$ cat config.mk
export PLATFORM = sky130hd
export DESIGN_NAME = ppc_top
export DESIGN_NICKNAME = d
export VERILOG_FILES = /design/src/ppc_pkg.sv /design/src/ppc_lock_if.sv /design/src/ppc_top.sv /design/src/ppc_count_timer.sv /design/src/ppc_lock_det.sv
export VERILOG_INCLUDE_DIRS = /design/src
export SDC_FILE = /design/constraint.sdc
export NUM_CORES = 1
export LEC_CHECK = 0
export ABC_AREA = 1
export ABC_CLOCK_PERIOD_IN_PS = 8250
export BUFFER_PORTS_ARGS = -buffer_cell sky130_fd_sc_hd__buf_2
export CAP_MARGIN = 30
export CORE_AREA = 5 5 182 140
export DETAILED_ROUTE_END_ITERATION = 8
export DIE_AREA = 0 0 187 145
export PLACE_DENSITY = 0.51
export SYNTH_ARGS = -nofsm -noshare
export SYNTH_HDL_FRONTEND = slang
export SYNTH_SLANG_ARGS = --single-unit
export TNS_END_PERCENT = 100
$ cat constraint.sdc
create_clock -name pclk -period 8.25 [get_ports pclk]
set_input_delay 1.2375 -clock pclk [delete_from_list [all_inputs] [get_ports pclk]]
set_output_delay 1.2375 -clock pclk [all_outputs]
set_load 0.02 [all_outputs]
$ cat src/ppc_regs.svh
// Register offsets, field positions, reset values and timing figures for the pump control block
`ifndef PPC_REGS_SVH
`define PPC_REGS_SVH
`define PPC_OFF_CTRL 12'h000
`define PPC_OFF_LOCK 12'h004
`define PPC_OFF_FAST 12'h008
`define PPC_OFF_STAT 12'h00c
`define PPC_CTRL_SIDE_LSB 0
`define PPC_CTRL_DLY_LSB 2
`define PPC_CTRL_LEAK_LSB 4
`define PPC_CTRL_LEAK2X 9
`define PPC_CTRL_LEAKDIR 10
`define PPC_CTRL_SPLIT 11
`define PPC_CTRL_INV 12
`define PPC_CTRL_PCODE_LSB 13
`define PPC_CTRL_SUP_LSB 18
`define PPC_CTRL_FASTEN 20
`define PPC_CTRL_SLIPEN 21
`define PPC_CTRL_RST 32'h0000_0001
`define PPC_LOCK_THR_LSB 0
`define PPC_LOCK_CNT_LSB 4
`define PPC_LOCK_RST 32'h0000_0000
`define PPC_FAST_RST 32'h0000_0000
`define PPC_DLY0_PS 1200
`define PPC_DLY1_PS 1900
`define PPC_DLY2_PS 2500
`define PPC_DLY3_PS 3000
`define PPC_LEAK_STEP_UA 10
`define PPC_LEAK_STEP2_UA 20
`define PPC_PUMP_STEP_UA 158
`define PPC_SPLIT_CYCLES 16
`define PPC_THR_STEP_PS 2000
`define PPC_SEP_UNIT_PS 100
`define PPC_SLIP_SEP 8'hc8
`define PPC_PUMP_MAX 5'h1f
`endif

$ cat src/ppc_pkg.sv
// Types shared by the pump control modules
package ppc_pkg;
    typedef enum logic [1:0] {PPC_SIDE_NONE, PPC_SIDE_FB, PPC_SIDE_REF} ppc_side_t;
    typedef logic [4:0] ppc_pump_code_t;
endpackage

$ cat src/ppc_lock_if.sv
// Carrier between the top level and the lock detector
`timescale 1ns/1ps
`default_nettype none
interface ppc_lock_if;
    logic cmp_tick;
    logic [7:0] edge_sep;
    logic [2:0] thr_code;
    logic [2:0] cnt_code;
    logic locked;
    logic large_err;
    modport det (input cmp_tick, edge_sep, thr_code, cnt_code, output locked, large_err);
    modport ctl (output cmp_tick, edge_sep, thr_code, cnt_code, input locked, large_err);
endinterface
`default_nettype wire

$ cat src/ppc_top.sv
// Phase detector, pump, lock and fast-lock control with APB registers
//
// Function
// RULE1: Delay side select offers no delay, feedback path delayed or reference path delayed.
// RULE2: The reset delay code picks 1.2, 1.9, 2.5 or 3.0 ns of phase detector reset delay.
// RULE3: Software should prefer feedback-path delay with the 1.2 ns code in most setups.
// RULE4: Leakage magnitude is a 5-bit count of 10 uA steps, doubled to 20 uA steps by a control bit.
// RULE5: Leak direction 0 sinks current and 1 sources current.
// RULE6: With down-split enabled each comparison injects a down-split pulse lasting 16 cycles.
// RULE7: With down-split enabled the delay code sets the split level to 0, 1/4, 1/2 or 3/4 of pump current.
// RULE8: A cycle is in lock when up/down edge separation is below a 3-bit threshold from 2 to 16 ns.
// RULE9: Lock is declared after a 3-bit selected count of 4 to 4096 consecutive in-threshold cycles.
// RULE10: A lock output is driven and an invert bit flips its polarity.
// RULE11: A 5-bit pump code sets the nominal current to code plus one times 158 uA.
// RULE12: Software must set the pump supply field to match the actual pump supply.
// RULE13: With fast lock enabled wide-band mode holds for a 13-bit count of comparison cycles; the timer here counts pclk cycles instead.
// RULE14: Cycle-slip logic raises pump current on large frequency error and restores it at lock.
// RULE15: Any out-of-threshold cycle restarts the qualification count and drops lock.
`timescale 1ns/1ps
`default_nettype none
`include "ppc_regs.svh"
module ppc_top (
    // Clock and reset
    input wire logic pclk,
    input wire logic presetn,
    // APB slave
    input wire logic psel,
    input wire logic penable,
    input wire logic pwrite,
    input wire logic [11:0] paddr,
    input wire logic [31:0] pwdata,
    output logic [31:0] prdata,
    output logic pready,
    output logic pslverr,
    // Phase detector measurements
    input wire logic cmp_tick,
    input wire logic [7:0] edge_sep,
    input wire logic freq_update,
    // Analog controls
    output logic [1:0] delay_side_select,
    output logic [1:0] reset_delay_code,
    output logic [4:0] leak_magnitude,
    output logic leak_step_double,
    output logic leak_direction,
    output logic [9:0] leak_current_ua,
    output logic down_split_pulse,
    output logic [1:0] down_split_level,
    output logic [4:0] pump_current_code,
    output logic [12:0] nominal_pump_current,
    output logic [1:0] pump_supply_select,
    output logic wide_band,
    output logic lock_out
);
    logic [31:0] ctrl_q;
    logic [31:0] lock_q;
    logic [12:0] fast_q;
    logic [31:0] prdata_q;
    logic pready_q;
    logic pslverr_q;
    logic [31:0] rd_d;
    logic hit_d;
    logic slip_q;
    logic [1:0] side_q;
    logic [1:0] dly_q;
    logic [4:0] leak_q;
    logic leak2x_q;
    logic leakdir_q;
    logic [9:0] leak_ua_q;
    logic split_q;
    logic [1:0] split_lvl_q;
    logic [4:0] pcode_q;
    logic [12:0] pump_ua_q;
    logic [1:0] sup_q;
    logic wide_q;
    logic lock_out_q;
    logic fast_busy;
    logic [12:0] fast_remain;
    logic split_busy;
    logic split_load;
    logic fast_load;
    logic [4:0] pcode_prog;
    logic split_en;
    logic [1:0] dly_code;
    ppc_pkg::ppc_side_t side_sel;

    ppc_lock_if lk ();

    assign lk.cmp_tick = cmp_tick;
    assign lk.edge_sep = edge_sep;
    assign lk.thr_code = lock_q[`PPC_LOCK_THR_LSB +: 3];
    assign lk.cnt_code = lock_q[`PPC_LOCK_CNT_LSB +: 3];

    ppc_lock_det u_lock (
        .pclk(pclk),
        .presetn(presetn),
        .lk(lk.det)
    );

    assign split_en = ctrl_q[`PPC_CTRL_SPLIT];
    assign dly_code = ctrl_q[`PPC_CTRL_DLY_LSB +: 2];
    assign pcode_prog = ctrl_q[`PPC_CTRL_PCODE_LSB +: 5];
    assign split_load = cmp_tick && split_en; // see RULE6
    assign fast_load = freq_update && ctrl_q[`PPC_CTRL_FASTEN]; // see RULE13

    ppc_count_timer #(.W(5)) u_split (
        .pclk(pclk),
        .presetn(presetn),
        .load(split_load),
        .load_val(5'(`PPC_SPLIT_CYCLES)),
        .busy(split_busy),
        .remain()
    );

    ppc_count_timer #(.W(13)) u_fast (
        .pclk(pclk),
        .presetn(presetn),
        .load(fast_load),
        .load_val(fast_q),
        .busy(fast_busy),
        .remain(fast_remain)
    );

    // Register read mux and decode
    always_comb
    begin
        hit_d = 1'b1;
        rd_d = 32'h0000_0000;
        case (paddr)
            `PPC_OFF_CTRL: rd_d = ctrl_q & 32'h003f_ffff;
            `PPC_OFF_LOCK: rd_d = lock_q & 32'h0000_0077;
            `PPC_OFF_FAST: rd_d = {19'h00000, fast_q};
            `PPC_OFF_STAT: rd_d = {16'h0000, fast_remain, slip_q, wide_q, lk.locked};
            default: hit_d = 1'b0;
        endcase
    end

    // APB answer, one wait-free access phase
    always_ff @(posedge pclk or negedge presetn)
    begin
        if (!presetn)
        begin
            prdata_q <= 32'h0000_0000;
            pready_q <= 1'b0;
            pslverr_q <= 1'b0;
        end
        else
        begin
            pready_q <= psel && !penable;
            pslverr_q <= psel && !penable && !hit_d;
            prdata_q <= (psel && !penable && !pwrite) ? rd_d : 32'h0000_0000;
        end
    end

    // Configuration writes take effect at the completing access edge
    always_ff @(posedge pclk or negedge presetn)
    begin
        if (!presetn)
        begin
            ctrl_q <= `PPC_CTRL_RST;
            lock_q <= `PPC_LOCK_RST;
            fast_q <= 13'(`PPC_FAST_RST);
        end
        else if (psel && penable && pready_q && pwrite)
        begin
            if (paddr == `PPC_OFF_CTRL)
                ctrl_q <= pwdata & 32'h003f_ffff;
            if (paddr == `PPC_OFF_LOCK)
                lock_q <= pwdata & 32'h0000_0077;
            if (paddr == `PPC_OFF_FAST)
                fast_q <= pwdata[12:0];
        end
    end

    // Slip boost from large error until lock
    always_ff @(posedge pclk or negedge presetn)
    begin
        if (!presetn)
            slip_q <= 1'b0;
        else if (!ctrl_q[`PPC_CTRL_SLIPEN] || lk.locked)
            slip_q <= 1'b0; // see RULE14
        else if (lk.large_err)
            slip_q <= 1'b1; // see RULE14
    end

    // Side select, unused code maps to no delay
    always_comb
    begin
        case (ctrl_q[`PPC_CTRL_SIDE_LSB +: 2]) // see RULE1
            2'h1: side_sel = ppc_pkg::PPC_SIDE_FB;
            2'h2: side_sel = ppc_pkg::PPC_SIDE_REF;
            default: side_sel = ppc_pkg::PPC_SIDE_NONE;
        endcase
    end

    // Phase detector delay and down-split controls
    always_ff @(posedge pclk or negedge presetn)
    begin
        if (!presetn)
        begin
            side_q <= 2'h0;
            dly_q <= 2'h0;
            split_q <= 1'b0;
            split_lvl_q <= 2'h0;
        end
        else
        begin
            side_q <= side_sel; // see RULE1
            dly_q <= split_en ? 2'h0 : dly_code; // see RULE2
            split_lvl_q <= split_en ? dly_code : 2'h0; // see RULE7
            split_q <= split_en && split_busy; // see RULE6
        end
    end

    // Leakage controls
    always_ff @(posedge pclk or negedge presetn)
    begin
        if (!presetn)
        begin
            leak_q <= 5'h00;
            leak2x_q <= 1'b0;
            leakdir_q <= 1'b0;
            leak_ua_q <= 10'h000;
        end
        else
        begin
            leak_q <= ctrl_q[`PPC_CTRL_LEAK_LSB +: 5]; // see RULE4
            leak2x_q <= ctrl_q[`PPC_CTRL_LEAK2X]; // see RULE4
            leakdir_q <= ctrl_q[`PPC_CTRL_LEAKDIR]; // see RULE5
            leak_ua_q <= 10'({5'h00, ctrl_q[`PPC_CTRL_LEAK_LSB +: 5]} * (ctrl_q[`PPC_CTRL_LEAK2X] ?
                10'(`PPC_LEAK_STEP2_UA) : 10'(`PPC_LEAK_STEP_UA))); // see RULE4
        end
    end

    // Pump current, wide-band and slip boosts
    always_ff @(posedge pclk or negedge presetn)
    begin
        if (!presetn)
        begin
            pcode_q <= 5'h00;
            pump_ua_q <= 13'(`PPC_PUMP_STEP_UA);
            sup_q <= 2'h0;
            wide_q <= 1'b0;
        end
        else
        begin
            wide_q <= fast_busy && ctrl_q[`PPC_CTRL_FASTEN]; // see RULE13
            pcode_q <= (fast_busy || slip_q) ? `PPC_PUMP_MAX : pcode_prog; // see RULE13 RULE14
            pump_ua_q <= 13'(({8'h00, ((fast_busy || slip_q) ? `PPC_PUMP_MAX : pcode_prog)} + 13'h0001) *
                13'(`PPC_PUMP_STEP_UA)); // see RULE11
            sup_q <= ctrl_q[`PPC_CTRL_SUP_LSB +: 2];
        end
    end

    // Lock output with selectable polarity
    always_ff @(posedge pclk or negedge presetn)
    begin
        if (!presetn)
            lock_out_q <= 1'b0;
        else
            lock_out_q <= lk.locked ^ ctrl_q[`PPC_CTRL_INV]; // see RULE10
    end

    assign prdata = prdata_q;
    assign pready = pready_q;
    assign pslverr = pslverr_q;
    assign delay_side_select = side_q;
    assign reset_delay_code = dly_q;
    assign leak_magnitude = leak_q;
    assign leak_step_double = leak2x_q;
    assign leak_direction = leakdir_q;
    assign leak_current_ua = leak_ua_q;
    assign down_split_pulse = split_q;
    assign down_split_level = split_lvl_q;
    assign pump_current_code = pcode_q;
    assign nominal_pump_current = pump_ua_q;
    assign pump_supply_select = sup_q;
    assign wide_band = wide_q;
    assign lock_out = lock_out_q;
endmodule // ppc_top
`default_nettype wire

$ cat src/ppc_count_timer.sv
// Loadable down counter with a busy flag
`timescale 1ns/1ps
`default_nettype none
module ppc_count_timer #(
    parameter int W = 13
) (
    // Clock and reset
    input wire logic pclk,
    input wire logic presetn,
    // Load
    input wire logic load,
    input wire logic [W-1:0] load_val,
    // State
    output logic busy,
    output logic [W-1:0] remain
);
    generate
        if (W < 2)
        begin : g_chk
            $error("ppc_count_timer: W must be at least 2");
        end
    endgenerate

    logic [W-1:0] cnt_q;
    logic busy_q;

    // Count down one step per clock while busy
    always_ff @(posedge pclk or negedge presetn)
    begin
        if (!presetn)
            cnt_q <= '0;
        else if (load)
            cnt_q <= load_val;
        else if (cnt_q != '0)
            cnt_q <= cnt_q - W'(1);
    end

    always_ff @(posedge pclk or negedge presetn)
    begin
        if (!presetn)
            busy_q <= 1'b0;
        else if (load)
            busy_q <= (load_val != '0);
        else
            busy_q <= (cnt_q > W'(1));
    end

    assign busy = busy_q;
    assign remain = cnt_q;
endmodule // ppc_count_timer
`default_nettype wire

$ cat src/ppc_lock_det.sv
// Lock detector: threshold compare and qualification count
`timescale 1ns/1ps
`default_nettype none
`include "ppc_regs.svh"
module ppc_lock_det (
    // Clock and reset
    input wire logic pclk,
    input wire logic presetn,
    // Detector side of the carrier
    ppc_lock_if.det lk
);
    logic [12:0] cnt_q;
    logic locked_q;
    logic large_q;
    logic [7:0] thr;
    logic [12:0] target;
    logic below;

    // Threshold of 2 ns times code plus one, in separation units
    always_comb
    begin
        thr = 8'(({5'h00, lk.thr_code} + 8'h01) * (`PPC_THR_STEP_PS / `PPC_SEP_UNIT_PS)); // see RULE8
        below = lk.edge_sep < thr; // see RULE8
        case (lk.cnt_code) // see RULE9
            3'h0: target = 13'h0004;
            3'h1: target = 13'h0008;
            3'h2: target = 13'h0010;
            3'h3: target = 13'h0020;
            3'h4: target = 13'h0040;
            3'h5: target = 13'h0100;
            3'h6: target = 13'h0400;
            default: target = 13'h1000;
        endcase
    end

    // Consecutive in-threshold cycles, restart on any miss
    always_ff @(posedge pclk or negedge presetn)
    begin
        if (!presetn)
            cnt_q <= '0;
        else if (lk.cmp_tick)
        begin
            if (!below)
                cnt_q <= '0; // see RULE15
            else if (cnt_q < target)
                cnt_q <= cnt_q + 13'h0001; // see RULE9
        end
    end

    always_ff @(posedge pclk or negedge presetn)
    begin
        if (!presetn)
            locked_q <= 1'b0;
        else if (lk.cmp_tick)
            locked_q <= below && (cnt_q + 13'h0001 >= target); // see RULE9 RULE15
    end

    // Large frequency error flag for the slip booster
    always_ff @(posedge pclk or negedge presetn)
    begin
        if (!presetn)
            large_q <= 1'b0;
        else if (lk.cmp_tick)
            large_q <= lk.edge_sep >= `PPC_SLIP_SEP; // see RULE14
    end

    assign lk.locked = locked_q;
    assign lk.large_err = large_q;
endmodule // ppc_lock_det
`default_nettype wire

==> results of run 1 <==
[where the power goes]
group | leakage [nW] | internal (W) | switching, W
combinational | 3.03 | 0.0000543 | 0.0000995
sequential | 1.58 | 0.000736 | 0.0000201
clock | 0.247 | 0.000407 | 0.000306
[kinds of logic (layout without fill, tap and decap cells)]
family          after synthesis  in the layout
compound gates              130            130
buf+inv                     186            299
other cells                   2             15
simple gates                361            361
fa+ha+maj                    80             80
xor+xnor                     29             29
flops                       145            145
[routing by layer]
layer	global-route usage	vias up	part of all wire	wire length, um
li1	-	3186	-	-
met2	0.2115	134	0.40	8104
met1	0.2415	2931	0.54	10930
met5	0	-	0	0
met3	0.03314	17	0.043	868
met4	0.04767	0	0.015	305
[critical path: cells and delay by family, from the launching register on]
family | cells | cell delay [ps]
AOI/OAI and AO/OA | 2 | 340
buffers and inverters | 3 | 320
DFF | 1 | 380
and+or+nand+nor | 9 | 1030
xor gates and xnor gates | 1 | 290
adders and majority gates | 5 | 2180
[final cells by class]
type	instances	area share
flip-flops and latches	145	0.3843
inverters	152	0.06030
multi-input cells	615	0.3963
well taps	306	0.04047
clock inverters	9	0.006348
repair buffers	115	0.06176
clock buffers	23	0.05052
[final timing paths]
| path | slack (ps) | to |
|---|---|---|
| setup / recovery | 3610 | nominal_pump_current[11]$_DFF_PN0_ |
| hold / removal | 380 | pump_supply_select[0]$_DFF_PN0_ |
| setup reg to reg | 3610 | nominal_pump_current[11]$_DFF_PN0_ |
| hold reg to reg | 380 | pump_supply_select[0]$_DFF_PN0_ |
| max in group asynchronous | 6180 | u_fast.remain[6]$_DFFE_PN0P_ |
| min in group asynchronous | 840 | u_split.remain[3]$_DFFE_PN0P_ |
[placed cells by master, fill, tap and decap left out, types with 7 or more instances in the layout]
| cell | instances |
|---|---|
| sky130_fd_sc_hd__a21oi_1 | 25 |
| sky130_fd_sc_hd__buf_2 | 113 |
| sky130_fd_sc_hd__clkbuf_16 | 17 |
| sky130_fd_sc_hd__conb_1 | 15 |
| sky130_fd_sc_hd__dfrtp_1 | 139 |
| sky130_fd_sc_hd__fa_1 | 11 |
| sky130_fd_sc_hd__ha_1 | 69 |
| sky130_fd_sc_hd__inv_1 | 146 |
| sky130_fd_sc_hd__nand2_1 | 171 |
| sky130_fd_sc_hd__nand3_1 | 46 |
| sky130_fd_sc_hd__nand4_1 | 9 |
| sky130_fd_sc_hd__nor2_1 | 88 |
| sky130_fd_sc_hd__nor2_4 | 14 |
| sky130_fd_sc_hd__nor3_1 | 13 |
| sky130_fd_sc_hd__o21ai_0 | 60 |
| sky130_fd_sc_hd__o22ai_1 | 27 |
| sky130_fd_sc_hd__xnor2_1 | 7 |
| sky130_fd_sc_hd__xor2_1 | 22 |
[cell usage after synthesis, drive strengths merged]
cell type / number
dfstp: 6
ha: 69
a22oi: 2
xor2: 22
a21o: 1
conb: 2
nor2: 106
a21oi: 25
a211oi: 2
or2: 3
nand3: 50
clkbuf: 11
fa: 11
nor4: 2
nand3b: 4
and3: 1
nand2: 171
nor3: 13
o221ai: 2
o22ai: 27
buf: 23
a221oi: 1
nand4: 10
o21bai: 3
a31oi: 3
and2: 1
o21ai: 63
xnor2: 7
inv: 152
o2111ai: 1
dfrtp: 139
[state kept, by name (all words and copies together), names as in the netlist, 6 cells and up]
| signal | count |
|---|---|
| nominal_pump_current | 12 |
| u_lock.cnt_q | 13 |
| leak_current_ua | 9 |
| lock_q | 6 |
| fast_q | 13 |
| prdata | 22 |
| ctrl_q | 22 |
| u_fast.remain | 13 |
[stage by stage]
step / area (um^2) / setup slack, ps / total power (W)
CTS: 9462 / 3575 / 0.001650
global placement: 8924 / 3651 / 0.0009227
finish: 9462 / 3609 / 0.001623
floorplan: 8155 / 4117 / 0.0008707
global route: 9462 / 3275 / 0.001709
detailed placement: 8924 / 3627 / 0.0009243
==> results.py, run 1 <==
metrics = {
    "timing": {
        "setup_viol_count_final": 0,
        "worst-slew-pin-transition_ps": 992.4,
        "maxSlewViolCount": 0,
        "fin_crit_ps": 4641,
        "tns_ps": 0,
        "timing.hold.ws_ps": 383.3,
        "worst_clock_skew_ps": 7.568,
        "relSlewSlack": 0.3368,
        "period_utilization_post_route": 0.5626,
        "timing.final.hold_violations": 0,
        "clock.fmax_mhz": 215.4,
        "unrepaired_setup_endpoints_after_global_routing": "false",
    },
    "worst_setup_path": {
        "critical_path_required_ps": 8560,
        "critical_path.slowest_cell": "sky130_fd_sc_hd__fa_1",
        "worst_path_cell_trace": "nor2_1 -> inv_1 -> nor2_1 -> inv_1 -> ha_1 -> nand3_1 -> xor2_1 -> fa_1 -> fa_1 -> fa_1 -> inv_1 -> ha_1 -> a21oi_1 -> nor2_1 -> a211oi_1 -> nand2_1 -> nand3_1 -> nand2_1 -> nand2_1 -> nand2_1",
        "timing.critical_path.from": "slip_q$_DFFE_PN0P_",
        "path_class": "reg2reg",
        "reg2reg_from": "slip_q$_DFFE_PN0P_",
        "max_stage_delay_ps": 540,
        "worst_r2r_path_depth": 20,
        "critPathMaxFanout": 5,
        "critPathArrivalTime_ps": 4950,
        "launching_element_type_of_the_critical_path": "flip-flop",
        "critPathCaptureType": "flip-flop",
        "critical_path.most_common_cell": "sky130_fd_sc_hd__nand2_1",
    },
    "floorplan": {
        "placeableCoreArea_um2": 23540,
        "die_area_um2": 27120,
        "floorplan.initialDensity": 0.3443,
        "dieWidth_um": 187,
        "die_y_um": 145,
        "pin_count": 139,
        "row_count": 49,
    },
    "yosys": {
        "yosys.area_share.simple": 0.2014,
        "yosys_warnings": 0,
        "synthesized_area_fraction_occupied_by_adder_cells": 0.1337,
        "synth_top_area_share": 0.4291,
        "synth_seq_cells": 145,
        "netlist_area_um2": 8107,
        "synth_area_leader_cell": "sky130_fd_sc_hd__dfrtp_1",
        "synthesis.instances": 933,
        "ys_types": 40,
        "yosys-mux-area-fraction": 0,
        "combinational_family_with_the_most_area_after_synthesis": "simple AND/OR/NAND/NOR gates",
        "complex_gate_fraction_of_the_synthesized_area": 0.08921,
        "synth.area.top_cells": "sky130_fd_sc_hd__dfrtp_1 (43%), sky130_fd_sc_hd__ha_1 (11%), sky130_fd_sc_hd__nand2_1 (7.9%)",
        "synth_xor_xnor_area_share": 0.03133,
        "yosysSeqAreaShare": 0.4485,
        "syn_area_per_cell_um2": 8.689,
    },
    "clock_tree": {
        "clock_tree.buffer_depth": 2,
        "cts_num_sinks": 145,
        "worst_skew_pair.late_latency_ps": 420,
        "cts_hold_buf": 0,
        "htreeDepth": 4,
        "clk_transition_reported_paths_ps": 60,
        "ctsResizeCount": 0,
        "cts_buffer_count": 17,
        "post_cts_buffers": 0,
        "cts_tree": "built",
        "ctsRootBufferMaster": "sky130_fd_sc_hd__clkbuf_16",
    },
    "placement": {
        "port_buffers": 114,
        "dp_cells": 1333,
        "place.detailed.hpwl_mm": 14.99,
        "gp_congestion": 0.8849,
    },
    "finish": {
        "final.fill_count": 2451,
        "number_of_standard_cells_in_the_final_layout_excluding_fillers": 1365,
        "antenna-diode-count": 0,
        "multiInputGateArea_um2": 3750,
        "synthToLayoutAreaGrowth_pct": 16.72,
        "fin_util": 0.4019,
        "area.sequential_um2": 3636,
        "post_route_cells_drive_above_1_share": 0.1709,
        "layout.nets": 1185,
    },
    "run_status": {
        "status": "finished, final reports clean",
    },
    "routing": {
        "detailroute.via_count": 6268,
        "drt_drc_violations_left": 0,
        "final_antenna_net_count": 0,
        "first_pass_iteration_count_of_the_detailed_router": 5,
        "routedWlPerCell_um": 14.81,
        "detailedRoute.firstIterationViolations": 419,
        "detail_route.vias_per_cell": 4.592,
        "routed_wirelength_mm": 20.21,
    },
    "hold_path": {
        "min-delay-start": "ctrl_q[18]$_DFFE_PN0P_",
        "worst_hold_path.num_cells": 0,
        "hp-class": "reg2reg",
    },
    "flow_run": {
        "max-cap-violations": 0,
    },
    "grt": {
        "grt_max_degree": 90,
        "grt_pass1_vias": 6237,
        "grt_pass1_wl_mm": 33.76,
        "initial_antenna_violation_count": 0,
        "grt-ovfl-total": 0,
        "grt_usage": 0.1545,
    },
    "power_and_ir_drop": {
        "pwr_density_cell_nw_per_um2": 171.5,
        "cellLeakagePower_nw": 4.858,
        "power.ir.vdd_worst_mv": 0.1172,
    },
}
Note: power is estimated with default switching activity, not from simulation.
==> run 2, diff against run 1 <==
Settings changed: ABC_CLOCK_PERIOD_IN_PS 8250 to 3700, PLACE_DENSITY 0.51 to 0.53.
Clock period 8.25 ns to 3.7 ns, I/O delays scaled along.
==> results.py, run 2 (synthesized netlist as in run 1, its figures left out) <==
metrics = {
    "run_status": {
        "status": "finished with violations",
        "violations": "setup timing",
    },
    "placement": {
        "place.detailed.hpwl_mm": 15.42,
        "pre_cts_slack_ps": -275.7,
        "post_dp_cell_area_um2": 9255,
        "port_buffers": 114,
        "gp_congestion": 0.8355,
        "dp_cells": 1370,
    },
    "power_and_ir_drop": {
        "clkPwrFrac": 0.466,
        "power.share.sequential": 0.441,
        "power.net_switching_w": 0.0009878,
        "cellLeakagePower_nw": 5.180,
        "power.combinational.fraction": 0.093,
        "netSwitchingFraction": 0.2581,
        "totalPowerFinal_w": 0.003827,
        "power.ir.vdd_worst_mv": 0.3004,
        "pwr_density_cell_nw_per_um2": 379.2,
        "p_int_w": 0.002840,
    },
    "worst_setup_path": {
        "critical_path.slowest_cell": "sky130_fd_sc_hd__fa_1",
        "worst_r2r_path_depth": 20,
        "regToRegSetupSlack_ps": -80,
        "worst_path_cell_trace": "nor2_4 -> inv_4 -> nor2_4 -> inv_2 -> ha_4 -> nand3_4 -> xor2_2 -> fa_1 -> fa_1 -> fa_1 -> inv_2 -> ha_4 -> buf_6 -> nand2_4 -> nor2_1 -> nand3_1 -> nand2_2 -> nand3_2 -> nand3_1 -> nand2_1",
        "critPathBufInv": 4,
        "critPathCaptureType": "flip-flop",
        "critical_path.top_delay_family": "adder cells",
        "critical_path_required_ps": 4020,
        "critPathMaxFanout": 4,
        "max_stage_delay_ps": 510,
        "reg2reg_from": "u_fast.busy$_DFF_PN0_",
        "critPathArrivalTime_ps": 4100,
        "launching_element_type_of_the_critical_path": "flip-flop",
        "rr_endpoint": "nominal_pump_current[11]$_DFF_PN0_",
        "critical_path.most_common_cell": "sky130_fd_sc_hd__fa_1",
        "path_class": "reg2reg",
    },
    "timing": {
        "worst-slew-pin-transition_ps": 800.5,
        "period_utilization_post_route": 1.021,
        "timing.final.hold_violations": 0,
        "worst_clock_skew_ps": 17.35,
        "setup_viol_count_final": 5,
        "post-route-worst-setup-slack_ps": -78.24,
        "relSlewSlack": 0.4644,
        "maxSlewViolCount": 0,
        "unrepaired_setup_endpoints_after_global_routing": "true",
        "fin_crit_ps": 3778,
        "clock.fmax_mhz": 264.7,
    },
    "floorplan": {
        "dieWidth_um": 187,
        "placeableCoreArea_um2": 23540,
        "pin_count": 139,
        "die_area_um2": 27120,
        "die_y_um": 145,
        "floorplan.initialDensity": 0.3443,
        "row_count": 49,
    },
    "finish": {
        "layout.nets": 1229,
        "synthToLayoutAreaGrowth_pct": 24.49,
        "post_route_cells_drive_above_1_share": 0.2375,
        "number_of_standard_cells_in_the_final_layout_excluding_fillers": 1409,
        "antenna-diode-count": 0,
        "final.fill_count": 2397,
        "most_used_cells_in_the_layout_excluding_fill_and_tap_cells": "sky130_fd_sc_hd__nand2_1 (167), sky130_fd_sc_hd__inv_1 (140), sky130_fd_sc_hd__dfrtp_1 (139), sky130_fd_sc_hd__buf_2 (113), sky130_fd_sc_hd__nor2_1 (81)",
        "design_area_um2": 10090,
        "mostFrequentLayoutCell": "sky130_fd_sc_hd__nand2_1",
        "fin_util": 0.4287,
    },
    "grt": {
        "grt_busiest_layer": "met2",
        "grt_max_degree": 76,
        "grt-ovfl-total": 0,
        "gr_layer_usage_met1": 0.2294,
        "grt_pass1_vias": 6587,
        "initial_antenna_violation_count": 0,
        "grt_pass1_wl_mm": 34.96,
        "grt.met2_usage": 0.2420,
        "grt_usage": 0.1577,
        "use_met3": 0.03386,
    },
    "routing": {
        "detail_route.vias_per_cell": 4.573,
        "routedWlPerCell_um": 14.58,
        "detailroute.via_count": 6444,
        "final_antenna_net_count": 0,
        "drt_drc_violations_left": 0,
        "routed_wirelength_mm": 20.55,
        "detailedRoute.firstIterationViolations": 418,
        "first_pass_iteration_count_of_the_detailed_router": 5,
    },
    "clock_tree": {
        "cts_hold_buf": 0,
        "cts_tree": "built",
        "cts_buffer_count": 17,
        "clk_transition_reported_paths_ps": 70,
        "clock_tree.buffer_depth": 2,
        "ctsRootBufferMaster": "sky130_fd_sc_hd__clkbuf_16",
        "cts_num_sinks": 145,
        "htreeDepth": 4,
        "worst_skew_pair.late_latency_ps": 430,
    },
    "flow_run": {
        "max-cap-violations": 0,
    },
    "hold_path": {
        "hp-class": "in2async",
    },
}
[run 2: cell count changes in the layout (fill, tap and decap cells not counted), moves of 5 or more]
cell                     before  now
sky130_fd_sc_hd__inv_2        6   11
sky130_fd_sc_hd__buf_4        1   42
sky130_fd_sc_hd__nor2_1      88   81
sky130_fd_sc_hd__inv_1      146  140
[run 2: cell type report]
type	instances	area, um^2	share of cell area
clock buffer	22	484.2	0.04798
clock inverter	10	123.9	0.01227
inverter	152	573.1	0.05678
multi-input combinational	615	3958	0.3921
sequential	145	3636	0.3603
tap	306	382.9	0.03794
timing repair buffer	159	934.6	0.09261
[run 2: per-stage QoR]
| stage | hold slack, ps | TNS [ps] |
|---|---|---|
| 2_1_floorplan | 259.4 | -79.23 |
| 3_3_place_gp | 357.0 | -598.3 |
| 3_5_place_dp | 362.3 | -922.5 |
| 4_1_cts | 166.4 | -439.9 |
| 5_1_grt | 205.3 | -1185 |
| 6_report | 140.8 | -178.1 |
[run 2: how the worst max path moves through the flow]
stage	start	cells after the start	to	slack, ps
floorplan	u_fast.busy$_DFF_PN0_	20	nominal_pump_current[11]$_DFF_PN0_	-60
global placement	u_fast.busy$_DFF_PN0_	20	nominal_pump_current[11]$_DFF_PN0_	-230
detailed placement	slip_q$_DFFE_PN0P_	20	nominal_pump_current[11]$_DFF_PN0_	-280
CTS	slip_q$_DFFE_PN0P_	20	nominal_pump_current[11]$_DFF_PN0_	-170
global route	u_fast.busy$_DFF_PN0_	20	nominal_pump_current[11]$_DFF_PN0_	-310
finish	u_fast.busy$_DFF_PN0_	20	nominal_pump_current[11]$_DFF_PN0_	-80
[run 2: power by group through the flow]
stage	clock network, W	logic [W]	registers [W]
6_report	0.00179	0.000354	0.00169
3_3_place_gp	0	0.000349	0.00171
2_1_floorplan	0	0.000227	0.00171
3_5_place_dp	0	0.000360	0.00172
4_1_cts	0.00183	0.000361	0.00169
5_1_grt	0.00188	0.000413	0.00169
[run 2: what timing repair did]
| action | in CTS | in global routing |
|---|---|---|
| resized for setup | 20 | 24 |
| setup endpoints to repair | 6 | 6 |
| hold endpoints to repair | 0 | 0 |
| buffers inserted | 3 | 4 |
| pin swaps | 13 | 16 |
[run 2: worst register-to-register path, stage by stage, from the launching register on]
cell and delay, ps:
sky130_fd_sc_hd__dfrtp_1 400, sky130_fd_sc_hd__nor2_4 180, sky130_fd_sc_hd__inv_4 70, sky130_fd_sc_hd__nor2_4 130, sky130_fd_sc_hd__inv_2 60, sky130_fd_sc_hd__ha_4 170, sky130_fd_sc_hd__nand3_4 60, sky130_fd_sc_hd__xor2_2 170
sky130_fd_sc_hd__fa_1 480, sky130_fd_sc_hd__fa_1 480, sky130_fd_sc_hd__fa_1 510, sky130_fd_sc_hd__inv_2 50, sky130_fd_sc_hd__ha_4 280, sky130_fd_sc_hd__buf_6 120, sky130_fd_sc_hd__nand2_4 50, sky130_fd_sc_hd__nor2_1 90
sky130_fd_sc_hd__nand3_1 90, sky130_fd_sc_hd__nand2_2 90, sky130_fd_sc_hd__nand3_2 70, sky130_fd_sc_hd__nand3_1 80, sky130_fd_sc_hd__nand2_1 60
[run 2: layer usage]
metal  wire [um]  up-vias
met5           0        -
met4         250        0
met3         852       17
met2        8897      136
met1       10550     3015
li1            -     3276
==> run 3, diff against run 2 <==
Settings changed: CORE_AREA 5 5 182 140 to 5 5 161 125, DIE_AREA 0 0 187 145 to 0 0 166 130, PLACE_DENSITY 0.53 to 0.65.
==> results.py, run 3 (synthesized netlist as in run 1, its figures left out) <==
metrics = {
    "power_and_ir_drop": {
        "netSwitchingFraction": 0.2524,
        "power.net_switching_w": 0.0009410,
        "power.combinational.fraction": 0.095,
        "power.share.sequential": 0.453,
        "pwr_density_cell_nw_per_um2": 376.0,
        "power.ir.vdd_worst_mv": 0.2270,
        "clkPwrFrac": 0.452,
        "totalPowerFinal_w": 0.003728,
        "cellLeakagePower_nw": 5.101,
        "p_int_w": 0.002787,
    },
    "floorplan": {
        "floorplan.initialDensity": 0.4445,
        "dieWidth_um": 166,
        "die_y_um": 130,
        "placeableCoreArea_um2": 18240,
        "pin_count": 139,
        "row_count": 43,
        "die_area_um2": 21580,
    },
    "finish": {
        "synthToLayoutAreaGrowth_pct": 22.30,
        "most_used_cells_in_the_layout_excluding_fill_and_tap_cells": "sky130_fd_sc_hd__nand2_1 (168), sky130_fd_sc_hd__inv_1 (140), sky130_fd_sc_hd__dfrtp_1 (139), sky130_fd_sc_hd__buf_2 (113), sky130_fd_sc_hd__nor2_1 (82)",
        "final.fill_count": 1670,
        "design_area_um2": 9915,
        "post_route_cells_drive_above_1_share": 0.2292,
        "fin_util": 0.5436,
        "mostFrequentLayoutCell": "sky130_fd_sc_hd__nand2_1",
        "area.sequential_um2": 3636,
        "number_of_standard_cells_in_the_final_layout_excluding_fillers": 1343,
        "layout.nets": 1222,
        "multiInputGateArea_um2": 3943,
    },
    "timing": {
        "worst-slew-pin-transition_ps": 819.9,
        "clock.fmax_mhz": 263.4,
        "maxSlewViolCount": 0,
        "worst_clock_skew_ps": 7.464,
        "period_utilization_post_route": 1.026,
        "fin_crit_ps": 3796,
        "timing.final.hold_violations": 0,
        "tns_ps": -160.4,
        "unrepaired_setup_endpoints_after_global_routing": "true",
        "setup_viol_count_final": 3,
        "post-route-worst-setup-slack_ps": -95.87,
        "relSlewSlack": 0.4514,
    },
    "grt": {
        "initial_antenna_violation_count": 0,
        "grt_usage": 0.1871,
        "grt_pass1_vias": 6218,
        "grt-ovfl-total": 0,
        "grt_pass1_wl_mm": 32.29,
        "grt_max_degree": 83,
    },
    "flow_run": {
        "max-cap-violations": 0,
    },
    "worst_setup_path": {
        "critPathCaptureType": "flip-flop",
        "reg2reg_from": "slip_q$_DFFE_PN0P_",
        "critical_path_required_ps": 4010,
        "path_class": "reg2reg",
        "critPathMaxFanout": 4,
        "launching_element_type_of_the_critical_path": "flip-flop",
        "worst_r2r_path_depth": 23,
        "timing.critical_path.from": "slip_q$_DFFE_PN0P_",
        "critPathArrivalTime_ps": 4100,
    },
    "placement": {
        "place.detailed.hpwl_mm": 14.42,
        "post_dp_cell_area_um2": 9151,
        "port_buffers": 114,
        "gp_congestion": 0.8802,
        "dp_cells": 1307,
    },
    "run_status": {
        "status": "finished with violations",
        "violations": "setup timing",
    },
    "routing": {
        "detail_route.vias_per_cell": 4.844,
        "drt_drc_violations_left": 0,
        "detailedRoute.firstIterationViolations": 562,
        "routedWlPerCell_um": 14.62,
        "first_pass_iteration_count_of_the_detailed_router": 5,
        "final_antenna_net_count": 0,
        "routed_wirelength_mm": 19.63,
        "detailroute.via_count": 6506,
    },
    "hold_path": {
        "hp-class": "in2async",
    },
    "clock_tree": {
        "cts_buffer_count": 17,
        "cts_tree": "built",
        "cts_num_sinks": 145,
        "clock_tree.buffer_depth": 2,
        "clk_transition_reported_paths_ps": 60,
        "worst_skew_pair.late_latency_ps": 420,
        "htreeDepth": 4,
        "ctsRootBufferMaster": "sky130_fd_sc_hd__clkbuf_16",
    },
}
run 3: metrics by stage:
stage / worst slack, ps / hold slack [ps]
after CTS: -130.3 / 210.0
after floorplan: -60.97 / 259.4
final: -95.87 / 189.9
after detailed placement: -229.7 / 370.2
after global routing: -336.5 / 247.4
after global placement: -151.8 / 357.1
run 3: layout make-up:
type | count | share of cell area
Timing Repair Buffer | 152 | 0.08897
Inverter | 152 | 0.05755
Clock inverter | 10 | 0.01123
Tap cell | 247 | 0.03117
Sequential cell | 145 | 0.3667
Clock buffer | 21 | 0.04644
Antenna cell | 1 | 0.0002524
Multi-Input combinational cell | 615 | 0.3977
run 3: what timing repair did:
| item | in CTS | in global routing |
|---|---|---|
| pin swaps | 0 | 15 |
| hold buffers | 0 | 0 |
| buffers inserted | 2 | 2 |
| gates resized for setup | 12 | 25 |
| endpoints found under the setup margin | 6 | 6 |
run 3: power groups by stage:
| stage | sequential [W] | combinational [W] | clock, W |
|---|---|---|---|
| after floorplan | 0.00171 | 0.000227 | 0 |
| after global placement | 0.00171 | 0.000351 | 0 |
| after detailed placement | 0.00171 | 0.000357 | 0 |
| after CTS | 0.00169 | 0.000359 | 0.00172 |
| after global routing | 0.00169 | 0.000410 | 0.00180 |
| final | 0.00169 | 0.000355 | 0.00169 |
run 3: per-layer routing:
| layer | global-route usage | vias up | wire length [um] |
|---|---|---|---|
| li1 | - | 3260 | - |
| met1 | 0.2844 | 3041 | 9733 |
| met2 | 0.2675 | 188 | 8340 |
| met3 | 0.04452 | 17 | 1283 |
| met4 | 0.05044 | 0 | 272 |
| met5 | 0 | - | 0 |
run 3: worst paths after layout:
kind	endpoint	slack, ps
worst min register to register	pump_supply_select[0]$_DFF_PN0_	370
max in group asynchronous	nominal_pump_current[2]$_DFF_PN1_	2660
min in group pclk	pslverr$_DFF_PN0_	330
worst min-delay path	leak_current_ua[5]$_DFF_PN0_	190
worst max-delay path	nominal_pump_current[11]$_DFF_PN0_	-100
worst max register to register	nominal_pump_current[11]$_DFF_PN0_	-100
run 3: worst max-delay path, cell delays in order, from the launching register on:
cell	delay, ps
sky130_fd_sc_hd__dfrtp_1	380
sky130_fd_sc_hd__nor2_2	150
sky130_fd_sc_hd__inv_2	90
sky130_fd_sc_hd__nor2_4	100
sky130_fd_sc_hd__inv_2	50
sky130_fd_sc_hd__ha_4	170
sky130_fd_sc_hd__nand3_4	70
sky130_fd_sc_hd__xor2_4	160
sky130_fd_sc_hd__fa_2	480
sky130_fd_sc_hd__buf_4	150
sky130_fd_sc_hd__buf_4	130
sky130_fd_sc_hd__xor2_1	140
sky130_fd_sc_hd__ha_1	170
sky130_fd_sc_hd__o21bai_1	150
sky130_fd_sc_hd__ha_1	270
sky130_fd_sc_hd__ha_1	350
sky130_fd_sc_hd__nand2_1	130
sky130_fd_sc_hd__nor2_2	50
sky130_fd_sc_hd__a211oi_2	160
sky130_fd_sc_hd__nand2_2	100
sky130_fd_sc_hd__nand3_2	80
sky130_fd_sc_hd__nand2_1	50
sky130_fd_sc_hd__nand2_1	60
sky130_fd_sc_hd__nand2_1	40
